File: config.mk
export PLATFORM = sky130hd
export DESIGN_NAME = mel_memory_ecc_error_logger
export DESIGN_NICKNAME = d
export VERILOG_FILES = /design/src/hw/mel_pkg.sv /design/src/hw/mel_error_capture.sv /design/src/hw/mel_memory_ecc_error_logger.sv
export SDC_FILE = /design/constraint.sdc
export NUM_CORES = 1
export LEC_CHECK = 0
export ABC_AREA = 1
export BUFFER_PORTS_ARGS = -buffer_cell sky130_fd_sc_hd__buf_2
export CORE_ASPECT_RATIO = 1.1
export CORE_MARGIN = 5
export CORE_UTILIZATION = 46
export DETAILED_ROUTE_END_ITERATION = 12
export PLACE_DENSITY = 0.89
export SLEW_MARGIN = 25
export SYNTH_ARGS = -nofsm -noshare
export SYNTH_HDL_FRONTEND = slang
export SYNTH_SLANG_ARGS = --single-unit
File: constraint.sdc
create_clock -name clk -period 2.8 [get_ports clk]
set_clock_uncertainty 0.15 [all_clocks]
set_input_delay 0.42 -clock clk [delete_from_list [all_inputs] [get_ports clk]]
set_output_delay 0.42 -clock clk [all_outputs]
set_load 0.03 [all_outputs]
File: src/hw/mel_pkg.sv
`default_nettype none

package mel_pkg;

  // Bus geometry
  localparam int unsigned APB_ADDR_W   = 12;
  localparam int unsigned APB_DATA_W   = 32;
  localparam int unsigned REG_W        = 8;
  localparam int unsigned ROW_W        = 3;

  // Register indices; the byte address is four times the index
  localparam logic [7:0]  IDX_ENABLE   = 8'h90;
  localparam logic [7:0]  IDX_LOG      = 8'h91;
  localparam logic [7:0]  IDX_IRQ_STAT = 8'h92;
  localparam logic [7:0]  IDX_IRQ_MASK = 8'h93;

  // Error reporting enable fields
  localparam int unsigned EN_SINGLE_BIT = 0;
  localparam int unsigned EN_MULTI_BIT  = 1;

  // Memory error log fields
  localparam int unsigned LOG_SB_FLAG   = 0;
  localparam int unsigned LOG_SB_ROW_LO = 1;
  localparam int unsigned LOG_MB_FLAG   = 4;
  localparam int unsigned LOG_MB_ROW_LO = 5;

  // Interrupt status and mask fields
  localparam int unsigned IRQ_SB        = 0;
  localparam int unsigned IRQ_MB        = 1;
  localparam int unsigned IRQ_W         = 2;

  // Reset values
  localparam logic [REG_W-1:0]      ENABLE_RESET = 8'h00;
  localparam logic [IRQ_W-1:0]      IRQ_RESET    = 2'h0;
  localparam logic [ROW_W-1:0]      ROW_RESET    = 3'h0;
  localparam logic [APB_DATA_W-1:0] RDATA_ZERO   = 32'h0000_0000;

  // Byte address of a register index
  function automatic logic [APB_ADDR_W-1:0] mel_byte_addr(input logic [7:0] idx);
    return {2'h0, idx, 2'h0};
  endfunction : mel_byte_addr

endpackage : mel_pkg

`default_nettype wire

File: src/hw/mel_error_capture.sv
`default_nettype none

module mel_error_capture
  import mel_pkg::*;
#(
  parameter int unsigned ROW_WIDTH = ROW_W
) (
  input  wire logic                 clk,
  input  wire logic                 reset_n,
  input  wire logic                 err_event,
  input  wire logic [ROW_WIDTH-1:0] err_row,
  input  wire logic                 flag_clear,
  output logic                      flag,
  output logic [ROW_WIDTH-1:0]      row
);

  logic                 flag_reg;
  logic [ROW_WIDTH-1:0] row_reg;

  // Sticky flag; a new error wins over a clear in the same cycle
  always_ff @(posedge clk or negedge reset_n) begin
    if (!reset_n) begin
      flag_reg <= 1'b0;
    end else begin
      flag_reg <= (flag_reg & ~flag_clear) | err_event;
    end
  end

  // Row of the most recent error of this class
  always_ff @(posedge clk or negedge reset_n) begin
    if (!reset_n) begin
      row_reg <= ROW_WIDTH'(ROW_RESET);
    end else if (err_event) begin
      row_reg <= err_row;
    end
  end

  assign flag = flag_reg;
  assign row  = row_reg;

endmodule : mel_error_capture

`default_nettype wire

File: src/hw/mel_memory_ecc_error_logger.sv
// The APB slave port is this design's own decision.
`default_nettype none

// Summary of operation
// An enabled single-bit or multi-bit memory ECC error drives the system error line.
// Enable register bit 1 turns reporting of multi-bit errors on (1) or off (0).
// Enable register bit 0 turns reporting of single-bit errors on (1) or off (0).
// Log bits 7-5 hold the DRAM row of the last multi-bit error, valid while bit 4 is set.
// Log bit 4 reads 1 once a multi-bit error has occurred, else 0.
// Log bits 3-1 hold the DRAM row of the last single-bit error, valid while bit 0 is set.
// Log bit 0 reads 1 once a single-bit error has occurred, else 0.
// Each error flag stays set until software writes a one to it.
module mel_memory_ecc_error_logger
  import mel_pkg::*;
#(
  parameter int unsigned ROW_WIDTH = ROW_W
) (
  input  wire logic                  clk,
  input  wire logic                  reset_n,
  input  wire logic                  psel,
  input  wire logic                  penable,
  input  wire logic                  pwrite,
  input  wire logic [APB_ADDR_W-1:0] paddr,
  input  wire logic [APB_DATA_W-1:0] pwdata,
  output logic      [APB_DATA_W-1:0] prdata,
  output logic                       pready,
  output logic                       pslverr,
  input  wire logic                  ecc_check_valid,
  input  wire logic                  single_bit_error,
  input  wire logic                  multi_bit_error,
  input  wire logic [ROW_WIDTH-1:0]  ecc_dram_row,
  output logic                       serr_n_out,
  output logic                       serr_n_oe_n,
  output logic                       irq
);

  logic [APB_DATA_W-1:0] prdata_reg;
  logic                  pready_reg;
  logic                  pslverr_reg;
  logic [REG_W-1:0]      enable_reg;
  logic [IRQ_W-1:0]      irq_stat_reg;
  logic [IRQ_W-1:0]      irq_mask_reg;
  logic                  irq_reg;
  logic                  serr_out_reg;
  logic                  serr_oe_n_reg;

  logic                  setup_phase;
  logic                  access_done;
  logic                  wr_done;
  logic                  addr_hit;
  logic                  sb_event;
  logic                  mb_event;
  logic                  sb_report;
  logic                  mb_report;
  logic                  sb_clear;
  logic                  mb_clear;
  logic                  sb_flag;
  logic                  mb_flag;
  logic [ROW_WIDTH-1:0]  sb_row;
  logic [ROW_WIDTH-1:0]  mb_row;
  logic [REG_W-1:0]      log_value;
  logic [APB_DATA_W-1:0] rdata_next;

  // Address match against a register index
  function automatic logic reg_hit(input logic [APB_ADDR_W-1:0] addr,
                                   input logic [7:0] idx);
    return addr == mel_byte_addr(idx);
  endfunction : reg_hit

  // Bus phase decode
  assign setup_phase = psel & ~penable & ~pready_reg;
  assign access_done = psel & penable & pready_reg;
  assign wr_done     = access_done & pwrite & ~pslverr_reg;
  assign addr_hit    = reg_hit(paddr, IDX_ENABLE) | reg_hit(paddr, IDX_LOG)
                     | reg_hit(paddr, IDX_IRQ_STAT) | reg_hit(paddr, IDX_IRQ_MASK);

  // Error events and their reporting gates
  assign sb_event  = ecc_check_valid & single_bit_error;
  assign mb_event  = ecc_check_valid & multi_bit_error;
  assign sb_report = sb_event & enable_reg[EN_SINGLE_BIT];
  assign mb_report = mb_event & enable_reg[EN_MULTI_BIT];

  // Write-one-to-clear of the logged flags
  assign sb_clear = wr_done & reg_hit(paddr, IDX_LOG) & pwdata[LOG_SB_FLAG];
  assign mb_clear = wr_done & reg_hit(paddr, IDX_LOG) & pwdata[LOG_MB_FLAG];

  // Single-bit error record
  mel_error_capture #(
    .ROW_WIDTH  (ROW_WIDTH)
  ) u_single_capture (
    .clk        (clk),
    .reset_n    (reset_n),
    .err_event  (sb_event),
    .err_row    (ecc_dram_row),
    .flag_clear (sb_clear),
    .flag       (sb_flag),
    .row        (sb_row)
  );

  // Multi-bit error record
  mel_error_capture #(
    .ROW_WIDTH  (ROW_WIDTH)
  ) u_multi_capture (
    .clk        (clk),
    .reset_n    (reset_n),
    .err_event  (mb_event),
    .err_row    (ecc_dram_row),
    .flag_clear (mb_clear),
    .flag       (mb_flag),
    .row        (mb_row)
  );

  // Log layout: multi-bit row, multi-bit flag, single-bit row, single-bit flag
  always_comb begin
    log_value                                     = '0;
    log_value[LOG_MB_ROW_LO +: ROW_WIDTH]         = mb_row;
    log_value[LOG_MB_FLAG]                        = mb_flag;
    log_value[LOG_SB_ROW_LO +: ROW_WIDTH]         = sb_row;
    log_value[LOG_SB_FLAG]                        = sb_flag;
  end

  // Read mux; unused bits read as zero
  always_comb begin
    rdata_next = RDATA_ZERO;
    if (reg_hit(paddr, IDX_ENABLE)) begin
      rdata_next[REG_W-1:0] = enable_reg;
    end else if (reg_hit(paddr, IDX_LOG)) begin
      rdata_next[REG_W-1:0] = log_value;
    end else if (reg_hit(paddr, IDX_IRQ_STAT)) begin
      rdata_next[IRQ_W-1:0] = irq_stat_reg;
    end else if (reg_hit(paddr, IDX_IRQ_MASK)) begin
      rdata_next[IRQ_W-1:0] = irq_mask_reg;
    end
  end

  // Ready in the first cycle of the access phase, one cycle after setup
  always_ff @(posedge clk or negedge reset_n) begin
    if (!reset_n) begin
      pready_reg <= 1'b0;
    end else begin
      pready_reg <= setup_phase;
    end
  end

  // Read data and error answer captured in the setup cycle
  always_ff @(posedge clk or negedge reset_n) begin
    if (!reset_n) begin
      prdata_reg  <= RDATA_ZERO;
      pslverr_reg <= 1'b0;
    end else if (setup_phase) begin
      prdata_reg  <= pwrite ? RDATA_ZERO : rdata_next;
      pslverr_reg <= ~addr_hit;
    end else if (access_done) begin
      pslverr_reg <= 1'b0;
    end
  end

  // Error reporting enables; only bits 1:0 are implemented
  always_ff @(posedge clk or negedge reset_n) begin
    if (!reset_n) begin
      enable_reg <= ENABLE_RESET;
    end else if (wr_done && reg_hit(paddr, IDX_ENABLE)) begin
      enable_reg                <= ENABLE_RESET;
      enable_reg[EN_SINGLE_BIT] <= pwdata[EN_SINGLE_BIT];
      enable_reg[EN_MULTI_BIT]  <= pwdata[EN_MULTI_BIT];
    end
  end

  // Sticky interrupt status, write one to clear, set wins
  always_ff @(posedge clk or negedge reset_n) begin
    if (!reset_n) begin
      irq_stat_reg <= IRQ_RESET;
    end else begin
      irq_stat_reg[IRQ_SB] <= (irq_stat_reg[IRQ_SB]
                              & ~(wr_done & reg_hit(paddr, IDX_IRQ_STAT) & pwdata[IRQ_SB]))
                              | sb_event;
      irq_stat_reg[IRQ_MB] <= (irq_stat_reg[IRQ_MB]
                              & ~(wr_done & reg_hit(paddr, IDX_IRQ_STAT) & pwdata[IRQ_MB]))
                              | mb_event;
    end
  end

  // Interrupt mask
  always_ff @(posedge clk or negedge reset_n) begin
    if (!reset_n) begin
      irq_mask_reg <= IRQ_RESET;
    end else if (wr_done && reg_hit(paddr, IDX_IRQ_MASK)) begin
      irq_mask_reg <= pwdata[IRQ_W-1:0];
    end
  end

  // Level interrupt from unmasked status
  always_ff @(posedge clk or negedge reset_n) begin
    if (!reset_n) begin
      irq_reg <= 1'b0;
    end else begin
      irq_reg <= |(irq_stat_reg & irq_mask_reg);
    end
  end

  // System error line: open drain, pulled low for one cycle per check with an enabled error
  always_ff @(posedge clk or negedge reset_n) begin
    if (!reset_n) begin
      serr_out_reg  <= 1'b0;
      serr_oe_n_reg <= 1'b1;
    end else begin
      serr_out_reg  <= 1'b0;
      serr_oe_n_reg <= ~(sb_report | mb_report);
    end
  end

  assign prdata      = prdata_reg;
  assign pready      = pready_reg;
  assign pslverr     = pslverr_reg;
  assign serr_n_out  = serr_out_reg;
  assign serr_n_oe_n = serr_oe_n_reg;
  assign irq         = irq_reg;
endmodule : mel_memory_ecc_error_logger

`default_nettype wire

# Word-level counts from Yosys, hierarchy flattened
# Cells that the tools add are included.
[op_classes]
eq_ne = 4
mux = 8
n_bitwise = 38
n_reduce_logical = 4
[ops]
columns = ["operator", "count"]
rows = [
  ["$eq A12 B10 Y1 const B", 4],
  ["$and A1 B1 Y1", 20],
  ["$mux W8", 2],
  ["$not A1 Y1", 9],
  ["$or A1 B1 Y1", 8],
  ["$mux W2", 3],
  ["$mux W6", 1],
  ["$and A2 B2 Y2", 1],
  ["$logic_and A1 B1 Y1", 2],
  ["$mux W1", 2],
  ["$reduce_bool A2 Y1", 1],
  ["$reduce_or A2 Y1", 1],
]
[word_totals]
register_bits = 50
out_inout_bits = 37
elab_cells = 66

# Longest topological paths before layout
# Gate-level depths: netlist of the first run.
[logic_depth]
depth_word = 9
depth_mapped = 9

# Cells and area by module
# From an unflattened synthesis of the first run, not the netlist that was laid out.
[hier_totals]
hier_cells = 196
area_unflattened_um2 = 1483.9
[modules_own_cells]
columns = ["mod", "instances", "cells_per_inst", "area_each_um2"]
rows = [
  ["mel_memory_ecc_error_logger", 1, 162, 1186.1],
  ["mel_error_capture", 2, 17, 148.9],
]

# Worst setup path before layout of the first run
# No wires, ideal clock.
[synth_path]
path_kind = "reg2reg"
start = "register pready_reg, in the netlist pready"
end = "register u_single_capture.flag_reg, in the netlist u_single_capture.flag"
arrival_time_ns = 1.190
required_time_ns = 2.520
setup_slack_ns = 1.329
stages_incl_launch_ff = 6
path_buffers = 0
period_less_slack_ns = 1.471
cell_sequence = "dfrtp_1 -> nand3_1 -> nor3_4 -> inv_1 -> nor3_1 -> o21ai_1"
[synth_via]
elab_chain_len = 8
[synth_rtl]
columns = ["element", "line", "text"]
rows = [
  ["from (decl)", "mel_memory_ecc_error_logger.sv:38", "logic pready_reg;"],
  ["from (signal assigned)", "mel_memory_ecc_error_logger.sv:141", "pready_reg <= setup_phase;"],
  ["$and A1 B1 Y1", "mel_memory_ecc_error_logger.sv:72", "assign access_done = psel & penable & pready_reg;"],
  ["$and A1 B1 Y1 (2 in series)", "mel_memory_ecc_error_logger.sv:73", "assign wr_done = access_done & pwrite & ~pslverr_reg;"],
  ["$and A1 B1 Y1 (2 in series)", "mel_memory_ecc_error_logger.sv:84", "assign sb_clear = wr_done & reg_hit(paddr, IDX_LOG) & pwdata[LOG_SB_FLAG];"],
  ["$not A1 Y1", "mel_error_capture.sv:25", "flag_reg <= (flag_reg & ~flag_clear) | err_event;"],
  ["$and A1 B1 Y1", "mel_error_capture.sv:25", ""],
  ["$or A1 B1 Y1", "mel_error_capture.sv:25", ""],
  ["to (signal assigned)", "mel_error_capture.sv:25", ""],
  ["to (decl)", "mel_error_capture.sv:17", "logic flag_reg;"],
]
# Every way passes these cells.
# A chain may end at the register's enable or synchronous reset.

# Worst setup path after layout of the first run
[layout_path]
start = "register serr_oe_n_reg, in the netlist serr_n_oe_n"
end = "output port serr_n_oe_n"
[layout_rtl]
columns = ["element", "line", "text"]
rows = [
  ["from (decl)", "mel_memory_ecc_error_logger.sv:45", "logic serr_oe_n_reg;"],
  ["from (signal assigned)", "mel_memory_ecc_error_logger.sv:208", "serr_oe_n_reg <= ~(sb_report | mb_report);"],
  ["to (decl)", "mel_memory_ecc_error_logger.sv:33", "output logic serr_n_oe_n,"],
]
# No word-level cell between the ends.

==> results of run 1 <==
-- cells by family (layout without fill, tap and decap cells) --
kind of cell / Yosys count / after routing / synth area share [%]
flip-flops: 26 / 26 / 43.56
other: 1 / 25 / 0.2506
AO/OA/AOI/OAI: 27 / 27 / 10.62
AND/OR/NAND/NOR: 77 / 77 / 25.25
buffers and inverters: 54 / 70 / 20.32
-- cells in the final DEF, fill, tap and decap left out, types with 2 or more instances in the layout --
cell / count
nand2_1: 37
buf_2: 37
inv_1: 27
conb_1: 25
dfrtp_1: 25
o21ai_0: 18
nor2_1: 13
nand3_1: 12
nand2_2: 3
o21ai_1: 3
nand4_1: 3
clkbuf_4: 3
nor3_4: 2
o21ai_2: 2
nor3_1: 2
-- power breakdown --
| group | internal (mW) | switching [mW] |
|---|---|---|
| combinational | 0.0277 | 0.0940 |
| sequential | 0.389 | 0.0103 |
| clock | 0.145 | 0.119 |
| total | 0.562 | 0.223 |
-- layer usage --
layer / vias up / track usage (%) / part of all wire (%)
met1: 531 / 16.33 / 41
li1: 614 / - / -
met2: 59 / 22.82 / 47
met5: - / 0 / 0
met3: 6 / 3.241 / 9.0
met4: 0 / 5.164 / 2.1
-- through the flow --
step                cell area [sq um]  utilization [%]  hold slack [ns]  cells  setup WS, ns
floorplan                        1587                -         -0.02559    209         1.329
global placement                 1615            52.10           0.2880    254         1.082
detailed placement               1615            52.10           0.2997    254         1.026
CTS                              1678            54.12           0.1316    259         1.156
global route                     1678            54.12           0.1402    259         1.131
finish                           1678            54.12           0.1318    259         1.161
-- layout make-up --
class / count / area, sq um
fill: 301 / 1423
sequential: 26 / 651.9
multi-input combinational: 129 / 630.6
timing repair buffer: 38 / 195.2
inverter: 28 / 105.1
tap: 34 / 42.54
clock inverter: 1 / 30.03
clock buffer: 3 / 22.52
-- how the worst min path moves through the flow --
| stage | startpoint | end | cells past startpoint | slack, ns |
|---|---|---|---|---|
| floorplan | reset_n | enable_reg[0] | 0 | -0.03 |
| global placement | reset_n | irq | 1 | 0.29 |
| detailed placement | reset_n | pready | 1 | 0.30 |
| CTS | penable | pready | 2 | 0.13 |
| global route | penable | pready | 2 | 0.14 |
| finish | penable | pready | 2 | 0.13 |
==> results.toml, run 1 <==
[status]
status = "completed"

[die]
start_util_pct = 48.26
core_sq_mm = 0.003100
ioPinCount = 92
fp.dieW_microns = 64.38
die-area_sq_mm = 0.004495
fp.dieH_microns = 69.82
num_rows = 21

[global_routing]
grt_pass1_vias = 1212
grt_use_total_pct = 13.49
grt_max_degree = 27
gr-total-overflow = 0
grt_pass1_wl_microns = 5016
antenna_found_initial = 0

[logic_synthesis]
yosys.area.top_type_share_pct = 41.81
yosysWarnings = 0
synth_area_sq_mm = 0.001496
syn_inst = 185
yosys-top-cells-area = "dfrtp_1, buf_4, nand2_1, inv_1, o21ai_0"
ys.flop_type = "dfrtp_1"
yosysTopAreaCell = "dfrtp_1"
synthArstFlopShare_pct = 100.0
syn_avg_cell_area_sq_um = 8.089
synth-seq-cells = 26
synth_seq_area_share_pct = 43.56
synthTopCellsByCount = "nand2_1, inv_1, buf_4, dfrtp_1, o21ai_0"
yosysUniqueCellTypes = 26
synth_edf_count = 0
synth.most_common_cell = "nand2_1"

[hold_path]
hold_class = "primary input to flop"

[power_and_ir_drop]
leakage_nw = 0.9211
vdd_ir_drop_max_uv = 209.1
power_density_mw_per_mm2 = 467.8
power_mw = 0.7850

[clock_network]
ctsRootBufferMaster = "clkbuf_4"
cts-hold-fix-buffers = 1
clk_pin_slew_ns = 0.15
cts_resized = 0
clock_path_buffers = 2
h-tree-depth = 1
postCtsSetupBuffers = 0
clk_latency_ns = 0.33
cts.sinks = 26
cts_tree = "built"
cts_buffers = 3

[setup_path]
critPathCaptureType = "output port"
crit_arrival_ns = 1.07
crit_family = "flip-flops"
path_class = "flop to output port"
reg2regPathDepth = 5
cp-endpoint = "serr_n_oe_n"
cp.required_ns = 2.23
critical_path_buf_inv_count = 1
worst-r2r-setup-slack_ns = 1.36
crit_fanout = 1
crit_chain = "buf_2"
startpoint = "serr_n_oe_n"
r2r-end = "enable_reg[1]"
crit_slowest_cell = "dfstp_2"
path_depth = 1
critPathMaxStageDelay_ns = 0.55
start_kind = "flop"
reg2reg_from = "pready"

[finish]
layout-drive-gt1-share_pct = 24.89
diodes = 0
largest_register_ffs = 8
area_delta_synth_final_pct = 12.12
layout.nets = 281

[drt]
ant_nets = 0
drt_iter0_markers = 69
vias = 1210
dr.pass1.iters = 4
vias_per_cell = 4.672
wl_per_cell_microns = 11.51
wl_microns = 2982
drcViolationCount = 0

[sta]
timing.slew.headroom_pct = 62.20
setup-violations-final = 0
fmax_ghz = 0.6102
worstMarginPinSlew_ns = 0.5670
tns_ns = 0
finalHoldViolations = 0
final-max-slew-violation-count = 0
finalCritPeriodShare_pct = 58.52
period_minus_slack_ns = 1.639
rsz0062_at_grt = "false"

[place]
io_buffer_count = 37
hpwl_microns = 2299
gp_congestion = 0.8096

[flow_run]
drv_cap = 0
Note: power is estimated with default switching activity, not from simulation.
==> run 2: changes to the inputs <==
--- a/config.mk
+++ b/config.mk
@@ -9,9 +9,9 @@
 export BUFFER_PORTS_ARGS = -buffer_cell sky130_fd_sc_hd__buf_2
 export CORE_ASPECT_RATIO = 1.1
 export CORE_MARGIN = 5
-export CORE_UTILIZATION = 46
+export CORE_UTILIZATION = 43
 export DETAILED_ROUTE_END_ITERATION = 12
-export PLACE_DENSITY = 0.89
+export PLACE_DENSITY = 0.84
 export SLEW_MARGIN = 25
 export SYNTH_ARGS = -nofsm -noshare
 export SYNTH_HDL_FRONTEND = slang
==> constraint.sdc (replaced) <==
create_clock -name clk -period 1.6 [get_ports clk]
set_clock_uncertainty 0.15 [all_clocks]
set_input_delay 0.24 -clock clk [delete_from_list [all_inputs] [get_ports clk]]
set_output_delay 0.24 -clock clk [all_outputs]
set_load 0.03 [all_outputs]
==> run 2 against run 1 <==
Net effect: worst hold slack worse by 0.12 ns; total power increased by 75%; combinational power is 82% higher; core utilization decreased by 1.8 points; cell area is 4.7% higher; clock-buffer cell count did not move; sequential share of layout area decreased by 1.7 points; wire length rose by 5.0%; register-to-register slack lost 1.2 ns; sequential power up 75%; cell count grew 7.3%; largest power group unchanged; highest routed layer unchanged.
==> results.toml, run 2 (same netlist as run 1, synthesis figures left out) <==
[setup_path]
crit_family = "simple AND/OR/NAND/NOR gates"
critical_path_buf_inv_count = 0
crit_slowest_cell = "dfrtp_1"
crit_arrival_ns = 1.55
crit_chain = "nand3_4 -> nor3_4 -> nand4_1 -> nand2_1 -> o21ai_0"
critPathMaxStageDelay_ns = 0.44
path_depth = 5
reg2regPathDepth = 5
cp.required_ns = 1.67
critPathCaptureType = "flop"
start_kind = "flop"
crit_fanout = 4
path_class = "flop to flop"

[global_routing]
gr-total-overflow = 0
grt_use_total_pct = 13.96
grt_max_degree = 27
grt_pass1_wl_microns = 5237
grt_pass1_vias = 1202
antenna_found_initial = 0

[drt]
ant_nets = 0
vias_per_cell = 4.500
vias = 1251
drcViolationCount = 0
drt_iter0_markers = 46
wl_per_cell_microns = 11.26
wl_microns = 3130
dr.pass1.iters = 6

[finish]
layout-drive-gt1-share_pct = 26.52
area_delta_synth_final_pct = 17.39
layout.nets = 286
final_common_cell = "nand2_1"
layout_common_cells = "nand2_1, buf_2, inv_1"
final_util_pct = 52.31
diodes = 0
largest_register_ffs = 8

[sta]
setup_slack_ns = 0.1259
timing.slew.headroom_pct = 63.38
setup-violations-final = 0
worstMarginPinSlew_ns = 0.5492
whs_ns = 0.008443
final-max-slew-violation-count = 0
finalHoldViolations = 0
finalCritPeriodShare_pct = 92.13
period_minus_slack_ns = 1.474
fmax_ghz = 0.6784
tns_ns = 0

[die]
fp.dieW_microns = 66.25
start_util_pct = 44.56
ioPinCount = 92
core_sq_mm = 0.003358
num_rows = 22
fp.dieH_microns = 71.87
die-area_sq_mm = 0.004761

[clock_network]
clk_latency_ns = 0.33
cts.sinks = 26
cts_tree = "built"
clk_pin_slew_ns = 0.14
cts_buffers = 3
ctsRootBufferMaster = "clkbuf_4"
h-tree-depth = 1
clock_path_buffers = 2

[place]
io_buffer_count = 37
gp_congestion = 0.7708
hpwl_microns = 2467
dpl_worst_slack_ns = 0.09476

[status]
status = "completed"

[flow_run]
drv_cap = 0

[power_and_ir_drop]
power_density_mw_per_mm2 = 780.2
vdd_ir_drop_max_uv = 389.1
leakage_nw = 0.9601
power_mw = 1.370

[hold_path]
min_path_cells = 3
hold_class = "primary input to flop"
run 2: cell count changes in the layout (fill, tap and decap cells not counted), sizes merged:
cell          delta
buf              +4
dlymetal6s4s     +1
run 2: what timing repair did:
item | in CTS | in global routing
setup buffers | 0 | 1
hold endpoints to repair | 26 | 0
resized for setup | 0 | 5
setup endpoints to repair | 0 | 14
hold buffers | 2 | 0
run 2: layer usage:
| layer | part of all wire, % | vias up | routed length [microns] | GRT usage (%) |
|---|---|---|---|---|
| met5 | 0 | - | 0 | 0 |
| met4 | 2.2 | 0 | 70 | 6.772 |
| met3 | 6.4 | 6 | 199 | 1.411 |
| met2 | 51 | 48 | 1582 | 24.15 |
| met1 | 41 | 570 | 1278 | 17.09 |
| li1 | - | 627 | - | - |
run 2: tightest hold or removal path, cell delays in order:
cell and delay [ns]:
buf_2 0.10, inv_1 0.05, o21ai_0 0.07
run 2: final timing paths:
kind,start,slack [ns],endpoint
max,pready,0.13,irq_mask_reg[1]
min reg2reg,prdata[7],0.35,prdata[7]
min in group asynchronous,reset_n,0.28,irq_stat_reg[0]
max reg2reg,pready,0.13,irq_mask_reg[1]
min,ecc_dram_row[0],0.008,u_multi_capture.row[0]
max in group asynchronous,reset_n,0.65,serr_n_oe_n
run 2: stage by stage:
stage                     cells  instance area, sq um
final                       278                  1757
after global routing        278                  1757
after CTS                   277                  1728
after detailed placement    271                  1655
after global placement      271                  1655
after floorplan             209                  1587
run 2: final cells by class:
| class | count | area [sq um] |
|---|---|---|
| fill | 343 | 1602 |
| tap | 48 | 60.06 |
| clock inverter | 1 | 30.03 |
| clock buffer | 3 | 22.52 |
| sequential | 26 | 651.9 |
| inverter | 28 | 105.1 |
| multi-input combinational | 129 | 643.1 |
| timing repair buffer | 43 | 244.0 |
run 2: where the power goes:
group          internal [mW]  leakage [nW]  switching [mW]
logic                 0.0538         0.607           0.168
registers              0.681         0.325          0.0172
clock network          0.254        0.0279           0.197
